$ cat config.mk
export PLATFORM = sky130hd
export DESIGN_NAME = lps_device_flat
export DESIGN_NICKNAME = d
export VERILOG_FILES = /design/src/hw/lps_pkg.sv /design/src/hw/lps_spi_if.sv /design/src/hw/lps_device.sv /design/src/flat_wrapper.sv
export SDC_FILE = /design/constraint.sdc
export NUM_CORES = 1
export LEC_CHECK = 0
export ABC_AREA = 1
export BUFFER_PORTS_ARGS = -buffer_cell sky130_fd_sc_hd__buf_2
export CAP_MARGIN = 0
export CORE_ASPECT_RATIO = 2
export CORE_MARGIN = 1.5
export CORE_UTILIZATION = 29
export DETAILED_ROUTE_END_ITERATION = 8
export GPL_ROUTABILITY_DRIVEN = 1
export MAX_ROUTING_LAYER = met4
export SLEW_MARGIN = 20
export SYNTH_ARGS = -nofsm -noshare
export SYNTH_HDL_FRONTEND = slang
export SYNTH_SLANG_ARGS = --single-unit
export TNS_END_PERCENT = 5
$ cat constraint.sdc
create_clock -name core_clk -period 1.9 [get_ports core_clk]
set_input_delay 0 -clock core_clk [delete_from_list [all_inputs] [get_ports core_clk]]
set_output_delay 0 -clock core_clk [all_outputs]
set_load 0.01 [all_outputs]
$ cat src/hw/lps_pkg.sv
// Shared constants and types for the LIN transceiver and special mode registers
package lps_pkg;
    localparam int          WORD_W          = 16;
    localparam int          FB_W            = 12;
    typedef logic [WORD_W-1:0] lps_word_type;
    typedef logic [FB_W-1:0]   lps_fb_type;

    // Command word fields
    localparam int          SEL_HI_BIT      = 15;
    localparam int          SEL_LO_BIT      = 14;
    localparam int          FB_CHOICE_BIT   = 13;
    localparam int          NO_STORE_BIT    = 12;
    localparam logic [1:0]  SEL_LIN_CFG     = 2'h3;
    localparam logic [1:0]  SEL_SPECIAL     = 2'h1;

    // Transceiver configuration fields
    localparam int          BUS_ACTIVE_BIT  = 4;
    localparam int          SLOPE_BIT       = 3;
    localparam int          DRIVER_BIT      = 2;
    localparam int          TX_DISABLE_BIT  = 0;

    // Special mode fields
    localparam int          SW_DEV_BIT      = 9;
    localparam int          PRESC_HI_BIT    = 6;
    localparam int          PRESC_LO_BIT    = 5;

    // Highest bit rate served by each slope setting, in bit/s
    localparam int          SLOPE_LOW_MAX_BPS    = 10400;
    localparam int          SLOPE_NORMAL_MAX_BPS = 20000;

    typedef enum logic [1:0] {
        PRESC_X1_0 = 2'h0,
        PRESC_X1_5 = 2'h1,
        PRESC_X2_5 = 2'h2,
        PRESC_X3_5 = 2'h3
    } lps_presc_type;

    // Reset values
    localparam logic        LIN_ACTIVE_RST  = 1'h0;
    localparam logic        SLOPE_RST       = 1'h0;
    localparam logic        DRIVER_RST      = 1'h0;
    localparam logic        TX_DISABLE_RST  = 1'h0;
    localparam logic        SW_DEV_RST      = 1'h0;

    // Serial frame timing
    localparam logic [4:0]  FRAME_BITS      = 5'h10;
    localparam logic [4:0]  FB_LOAD_BITS    = 5'h03;
    localparam logic [4:0]  BIT_CNT_MAX     = 5'h1f;
    localparam int          SCLK_HALF_DEF   = 4;
endpackage

$ cat src/hw/lps_spi_if.sv
// Serial link between the controller and the register bank
`timescale 1ns/10ps
interface lps_spi_if;
    logic scs_n;
    logic sclk;
    logic mosi;
    logic miso;

    modport device (
        input  scs_n,
        input  sclk,
        input  mosi,
        output miso
    );

    modport host (
        output scs_n,
        output sclk,
        output mosi,
        input  miso
    );
endinterface

$ cat src/hw/lps_device.sv
// Transceiver configuration and special mode register bank, device end
`timescale 1ns/10ps
module lps_device (
    input  wire logic                  core_clk,
    input  wire logic                  rst_n,
    lps_spi_if.device                  spi,
    input  wire logic                  normal_or_flash_mode,
    input  wire logic                  iface_fault_detect,
    input  wire logic                  clean_traffic_seen,
    input  wire lps_pkg::lps_fb_type   gp1_feedback,
    input  wire lps_pkg::lps_fb_type   int_enable_feedback,
    output logic                       bus_active_enable,
    output logic                       bus_slope_select,
    output logic                       bus_driver_strength,
    output logic                       transmitter_disable,
    output logic                       lin_active,
    output logic                       transmitter_on,
    output logic                       iface_fault,
    output logic                       sw_development_init,
    output lps_pkg::lps_presc_type     watchdog_prescale_sel
);
    import lps_pkg::*;

    typedef struct packed {
        logic                  sclk_q;
        logic                  cs_q;
        logic [4:0]            bit_cnt;
        lps_word_type          shift_in;
        logic [FB_W:0]         shift_out;
        logic                  miso;
        logic                  active_en;
        logic                  slope_low;
        logic                  driver_strong;
        logic                  tx_disable;
        logic                  fault;
        logic                  lin_active;
        logic                  tx_on;
        logic                  sw_dev;
        lps_presc_type         presc;
    } lps_dev_state_type;

    lps_dev_state_type state;
    lps_dev_state_type next_state;

    function automatic lps_fb_type lin_cfg_fb(input lps_dev_state_type s);
        lps_fb_type fb;
        fb                 = '0;
        fb[BUS_ACTIVE_BIT] = s.active_en;
        fb[SLOPE_BIT]      = s.slope_low;
        fb[DRIVER_BIT]     = s.driver_strong;
        fb[TX_DISABLE_BIT] = s.tx_disable;
        return fb;
    endfunction

    function automatic lps_fb_type special_fb(input lps_dev_state_type s);
        lps_fb_type fb;
        fb                            = '0;
        fb[SW_DEV_BIT]                = s.sw_dev;
        fb[PRESC_HI_BIT:PRESC_LO_BIT] = s.presc;
        return fb;
    endfunction

    // Feedback chosen once select and choice bits are in
    function automatic lps_fb_type pick_fb(
        input logic [1:0]        sel,
        input logic              choice,
        input lps_dev_state_type s,
        input lps_fb_type        gp1,
        input lps_fb_type        irq
    );
        lps_fb_type fb;
        fb = '0;
        case (sel)
            SEL_LIN_CFG: fb = choice ? gp1 : lin_cfg_fb(s);
            SEL_SPECIAL: fb = choice ? special_fb(s) : irq;
            default:     fb = '0;
        endcase
        return fb;
    endfunction

    logic       rise;
    logic       fall;
    logic       frame_start;
    logic       frame_end;
    logic [1:0] cmd_sel;
    logic       store;

    always_comb
    begin
        next_state  = state;
        rise        = spi.sclk & ~state.sclk_q & ~spi.scs_n;
        fall        = ~spi.sclk & state.sclk_q & ~spi.scs_n;
        frame_start = state.cs_q & ~spi.scs_n;
        frame_end   = ~state.cs_q & spi.scs_n;
        cmd_sel     = state.shift_in[SEL_HI_BIT:SEL_LO_BIT];
        // A short or long frame is dropped whole
        store       = frame_end & (state.bit_cnt == FRAME_BITS)
                      & ~state.shift_in[NO_STORE_BIT];

        next_state.sclk_q = spi.sclk;
        next_state.cs_q   = spi.scs_n;

        if (frame_start)
        begin
            next_state.bit_cnt   = '0;
            next_state.shift_out = '0;
            next_state.miso      = 1'b0;
        end
        else
        begin
            if (rise)
            begin
                next_state.shift_in = {state.shift_in[WORD_W-2:0], spi.mosi};
                if (state.bit_cnt != BIT_CNT_MAX)
                begin
                    next_state.bit_cnt = state.bit_cnt + 5'h01;
                end
                // Third bit completes select and choice, so the answer
                // can start with the read-only bit position
                if (state.bit_cnt == FB_LOAD_BITS - 5'h01)
                begin
                    next_state.shift_out = {1'b0,
                        pick_fb(state.shift_in[1:0], spi.mosi, state,
                                gp1_feedback, int_enable_feedback)};
                end
            end
            if (fall)
            begin
                next_state.miso      = state.shift_out[FB_W];
                next_state.shift_out = {state.shift_out[FB_W-1:0], 1'b0};
            end
        end

        if (frame_end)
        begin
            next_state.miso = 1'b0;
        end

        if (store && cmd_sel == SEL_LIN_CFG)
        begin
            // Reserved positions are not stored, so they read as zero
            next_state.active_en     = state.shift_in[BUS_ACTIVE_BIT];
            next_state.slope_low     = state.shift_in[SLOPE_BIT];
            next_state.driver_strong = state.shift_in[DRIVER_BIT];
            next_state.tx_disable    = state.shift_in[TX_DISABLE_BIT];
            // Disable bit going from one to zero ends a fault
            if (state.tx_disable && !state.shift_in[TX_DISABLE_BIT])
            begin
                next_state.fault = 1'b0;
            end
        end
        if (store && cmd_sel == SEL_SPECIAL)
        begin
            next_state.sw_dev = state.shift_in[SW_DEV_BIT];
            next_state.presc  = lps_presc_type'(
                state.shift_in[PRESC_HI_BIT:PRESC_LO_BIT]);
        end

        // Fault recovery never touches the disable bit; set beats clear
        if (clean_traffic_seen)
        begin
            next_state.fault = 1'b0;
        end
        if (iface_fault_detect)
        begin
            next_state.fault = 1'b1;
        end

        next_state.lin_active = next_state.active_en
                                & normal_or_flash_mode;
        next_state.tx_on      = ~next_state.tx_disable
                                & ~next_state.fault;
    end

    always_ff @(posedge core_clk)
    begin
        if (!rst_n)
        begin
            state               <= '0;
            state.sclk_q        <= 1'b0;
            state.cs_q          <= 1'b1;
            state.active_en     <= LIN_ACTIVE_RST;
            state.slope_low     <= SLOPE_RST;
            state.driver_strong <= DRIVER_RST;
            state.tx_disable    <= TX_DISABLE_RST;
            state.sw_dev        <= SW_DEV_RST;
            state.presc         <= PRESC_X1_0;
            state.lin_active    <= 1'b0;
            state.tx_on         <= ~TX_DISABLE_RST;
        end
        else
        begin
            state <= next_state;
        end
    end

    assign spi.miso              = state.miso;
    assign bus_active_enable     = state.active_en;
    assign bus_slope_select      = state.slope_low;
    assign bus_driver_strength   = state.driver_strong;
    assign transmitter_disable   = state.tx_disable;
    assign lin_active            = state.lin_active;
    assign transmitter_on        = state.tx_on;
    assign iface_fault           = state.fault;
    assign sw_development_init   = state.sw_dev;
    assign watchdog_prescale_sel = state.presc;
endmodule // lps_device

$ cat src/flat_wrapper.sv
// flat-port wrapper written by rule: the top's interface ports become plain ports
module lps_device_flat import lps_pkg::*;
  (core_clk, rst_n, normal_or_flash_mode, iface_fault_detect, clean_traffic_seen, gp1_feedback, int_enable_feedback, bus_active_enable, bus_slope_select, bus_driver_strength, transmitter_disable, lin_active, transmitter_on, iface_fault, sw_development_init, watchdog_prescale_sel, spi_scs_n, spi_sclk, spi_mosi, spi_miso);
  lps_spi_if spi_i ();
  input  wire logic core_clk;
  input  wire logic rst_n;
  input  wire logic normal_or_flash_mode;
  input  wire logic iface_fault_detect;
  input  wire logic clean_traffic_seen;
  input  wire lps_pkg::lps_fb_type gp1_feedback;
  input  wire lps_pkg::lps_fb_type int_enable_feedback;
  output logic bus_active_enable;
  output logic bus_slope_select;
  output logic bus_driver_strength;
  output logic transmitter_disable;
  output logic lin_active;
  output logic transmitter_on;
  output logic iface_fault;
  output logic sw_development_init;
  output lps_pkg::lps_presc_type watchdog_prescale_sel;
  input wire logic [$bits(spi_i.scs_n)-1:0] spi_scs_n;
  input wire logic [$bits(spi_i.sclk)-1:0] spi_sclk;
  input wire logic [$bits(spi_i.mosi)-1:0] spi_mosi;
  output wire logic [$bits(spi_i.miso)-1:0] spi_miso;
  assign spi_i.scs_n = spi_scs_n;
  assign spi_i.sclk = spi_sclk;
  assign spi_i.mosi = spi_mosi;
  assign spi_miso = spi_i.miso;
  lps_device u_core (.core_clk(core_clk), .rst_n(rst_n), .spi(spi_i), .normal_or_flash_mode(normal_or_flash_mode), .iface_fault_detect(iface_fault_detect), .clean_traffic_seen(clean_traffic_seen), .gp1_feedback(gp1_feedback), .int_enable_feedback(int_enable_feedback), .bus_active_enable(bus_active_enable), .bus_slope_select(bus_slope_select), .bus_driver_strength(bus_driver_strength), .transmitter_disable(transmitter_disable), .lin_active(lin_active), .transmitter_on(transmitter_on), .iface_fault(iface_fault), .sw_development_init(sw_development_init), .watchdog_prescale_sel(watchdog_prescale_sel));
endmodule
==> flow_summary.toml <==
[pwr]
leakagePower_nw = 1.31
irDropWorstVdd_mv = 0.302
powerDensity_nw_per_um2 = 748
power.total_w = 0.00201

[floorplan]
start_util = 0.296
die_y_um = 127
io_pins = 43
fp-row-count = 45
dieArea_um2 = 8260
core_region_area_um2 = 7540
die_w_um = 65

[min_path]
min_from = "spi_scs_n"
holdPathStages = 3
holdPathEnd = "u_core.state[45]$_SDFF_PN1_"
hp-class = "in2reg"

[worst_setup_path]
startpoint_type = "register"
cp_cell_sequence = "ha_1 -> nand2_1 -> nor2_1 -> ha_1 -> nor2_1 -> inv_1 -> o21ai_0 -> a21oi_1"
worstReg2RegStart = "u_core.state[40]$_SDFFE_PP0P_"
critPathMaxFanout = 5
cp.required_ns = 2.08
endpoint_kind = "register"
r2r-end = "u_core.state[44]$_SDFFE_PP0P_"
rrSetupSlack_ns = 0.31
cp_data_arrival_time_ns = 1.78
slowest_delay_ns = 0.33
r2r_cells = 8
critPathSlowestCell = "dfxtp_1"
crit_type = "reg2reg"

[placement]
port_buffers = 42
hpwlAfterDp_um = 4330
place.gp.congestion = 0.785

[logic_synthesis]
synth_cell_type_count = 26
synthTopCellsByArea = "dfxtp_1 42%, nand2_1 15%, inv_1 7.2%"
synthArstFlopShare = 0
syn_avg_cell_area_um2 = 6.86
yosys.cell_count.top_type = "nand2_1"
synth_nets = 361
synth_top_area_frac = 0.422
yosys.area.top_type = "dfxtp_1"
synth_flop_cell = "dfxtp_1"
synth_edf_count = 0
ys_seq_elements = 47
synthCells = 325
yosys_warnings = 0
seq_area_frac_synth = 0.422
synth_area_um2 = 2230
synth_commonest_cells = "91 x nand2_1, 47 x dfxtp_1, 43 x inv_1"

[timing]
fin_setup_tns_ns = 0
tightest_slew_ns = 0.369
whs_ns = 0.00970
fin_crit_sh = 0.839
hold_violations = 0
slew_violations = 0
worst_slew_margin_rel = 0.754
grt_setup_unrepaired = "no"
fin_skew_ns = 0.00766
fmax_mhz = 627
setup_viol = 0
fin_crit_ns = 1.59

[grt]
grt_max_degree = 24
grt.met3_usage = 0.0185
grt_pass1_vias = 2098
grt-busiest-layer = "met2"
grt_pass1_wl_um = 9140
antenna_found_initial = 0
grtUsageMet2 = 0.283
track_usage = 0.148
overflow = 0
use_met1 = 0.131

[clocking]
cts.sinks = 47
numCtsBuffers = 5
cts_root_buffer = "clkbuf_16"
cts-htree-levels = 2
clock_latency_ns = 0.29
cts_setup_buffers = 0
clockBufferDepth = 2
cts_hold_buf = 2
cts_tree = "yes"
clk_pin_slew_ns = 0.07
ctsResizeCount = 0

[drt]
routed_via_density = 4.49
first_pass_iters = 4
wire_per_inst_um = 11.6
num_vias = 2089
ant_nets = 0
route.final.wire_length_um = 5410
drtIter0Drc = 117
drc_errors = 0

[status]
status = "finished clean"

[final_layout]
fin_util = 0.355
drive_above_1_share = 0.178
layout.nets = 406
syn_to_final_growth_pct = 20.3
largest_reg_flops = 34
largest_register = "u_core.state"
antenna_cells = 0

[run]
max-cap-violations = 0
==> report_power, final <==
group          leakage, nW  internal [W]  switching, W
Sequential           0.381       0.00100     0.0000125
Combinational        0.857     0.0000564     0.0000868
Clock               0.0733      0.000480      0.000367
==> critical path, delay by kind of cell (launching register included) <==
family	cells	cell delay [ns]
adders and majority gates	2	0.40
DFF	1	0.33
buffers and inverters	1	0.15
AOI/OAI and AO/OA	2	0.24
and+or+nand+nor	3	0.39
==> placed cells by master (no fill, tap or decap) <==
cell / instances
nand2_1: 91
dfxtp_1: 47
inv_1: 43
buf_2: 42
nor2_1: 40
o21ai_0: 28
a21oi_1: 22
nand3_1: 15
clkbuf_16: 5
nor2_2: 4
o211ai_1: 4
ha_1: 4
buf_4: 4
a21boi_0: 3
clkinv_2: 3
inv_2: 2
nor2_4: 2
nor3_1: 2
dlygate4sd3_1: 2
nand3_4: 1
nor3_4: 1
a21oi_2: 1
nand4_1: 1
nand2_2: 1
o21bai_1: 1
o22ai_1: 1
a22oi_1: 1
==> final cells by class <==
class / instances / area (µm²)
flip-flops and latches: 47 / 941
clock inverters: 3 / 15.0
clock buffers: 5 / 125
repair buffers: 48 / 260
fillers: 866 / 4860
multi-input cells: 223 / 1050
inverters: 45 / 169
well taps: 94 / 118
==> cells by family after synthesis <==
family | after synthesis | share of synthesized area
AO/OA/AOI/OAI | 61 | 0.149
adder cells (fa/ha/maj) | 4 | 0.0224
buffers and inverters | 55 | 0.106
flip-flops | 47 | 0.422
AND/OR/NAND/NOR | 158 | 0.301
==> per-layer routing <==
metal  wire [µm]  vias up
met2        3200       30
li1            -     1106
met1        1940      943
met5           0        -
met4         148        0
met3         129       10
==> worst max path at each step <==
stage / to / slack, ns / start / depth (start not counted)
floorplan: u_core.state[41]$_SDFFE_PP0P_ / 0.50 / u_core.state[40]$_SDFFE_PP0P_ / 8
global placement: u_core.state[41]$_SDFFE_PP0P_ / 0.33 / u_core.state[40]$_SDFFE_PP0P_ / 8
detailed placement: u_core.state[41]$_SDFFE_PP0P_ / 0.32 / u_core.state[40]$_SDFFE_PP0P_ / 8
CTS: u_core.lin_active$_SDFF_PN0_ / 0.32 / u_core.state[40]$_SDFFE_PP0P_ / 9
global route: u_core.lin_active$_SDFF_PN0_ / 0.14 / u_core.state[40]$_SDFFE_PP0P_ / 9
finish: u_core.state[44]$_SDFFE_PP0P_ / 0.31 / u_core.state[40]$_SDFFE_PP0P_ / 8
==> through the flow <==
stage / instance area [µm²] / instances / setup WS (ns)
floorplan: 2230 / 325 / 0.497
finish: 2680 / 465 / 0.306
detailed placement: 2520 / 455 / 0.320
global route: 2680 / 465 / 0.141
CTS: 2680 / 465 / 0.320
global placement: 2520 / 455 / 0.328
Note: power is estimated with default switching activity, not from simulation.
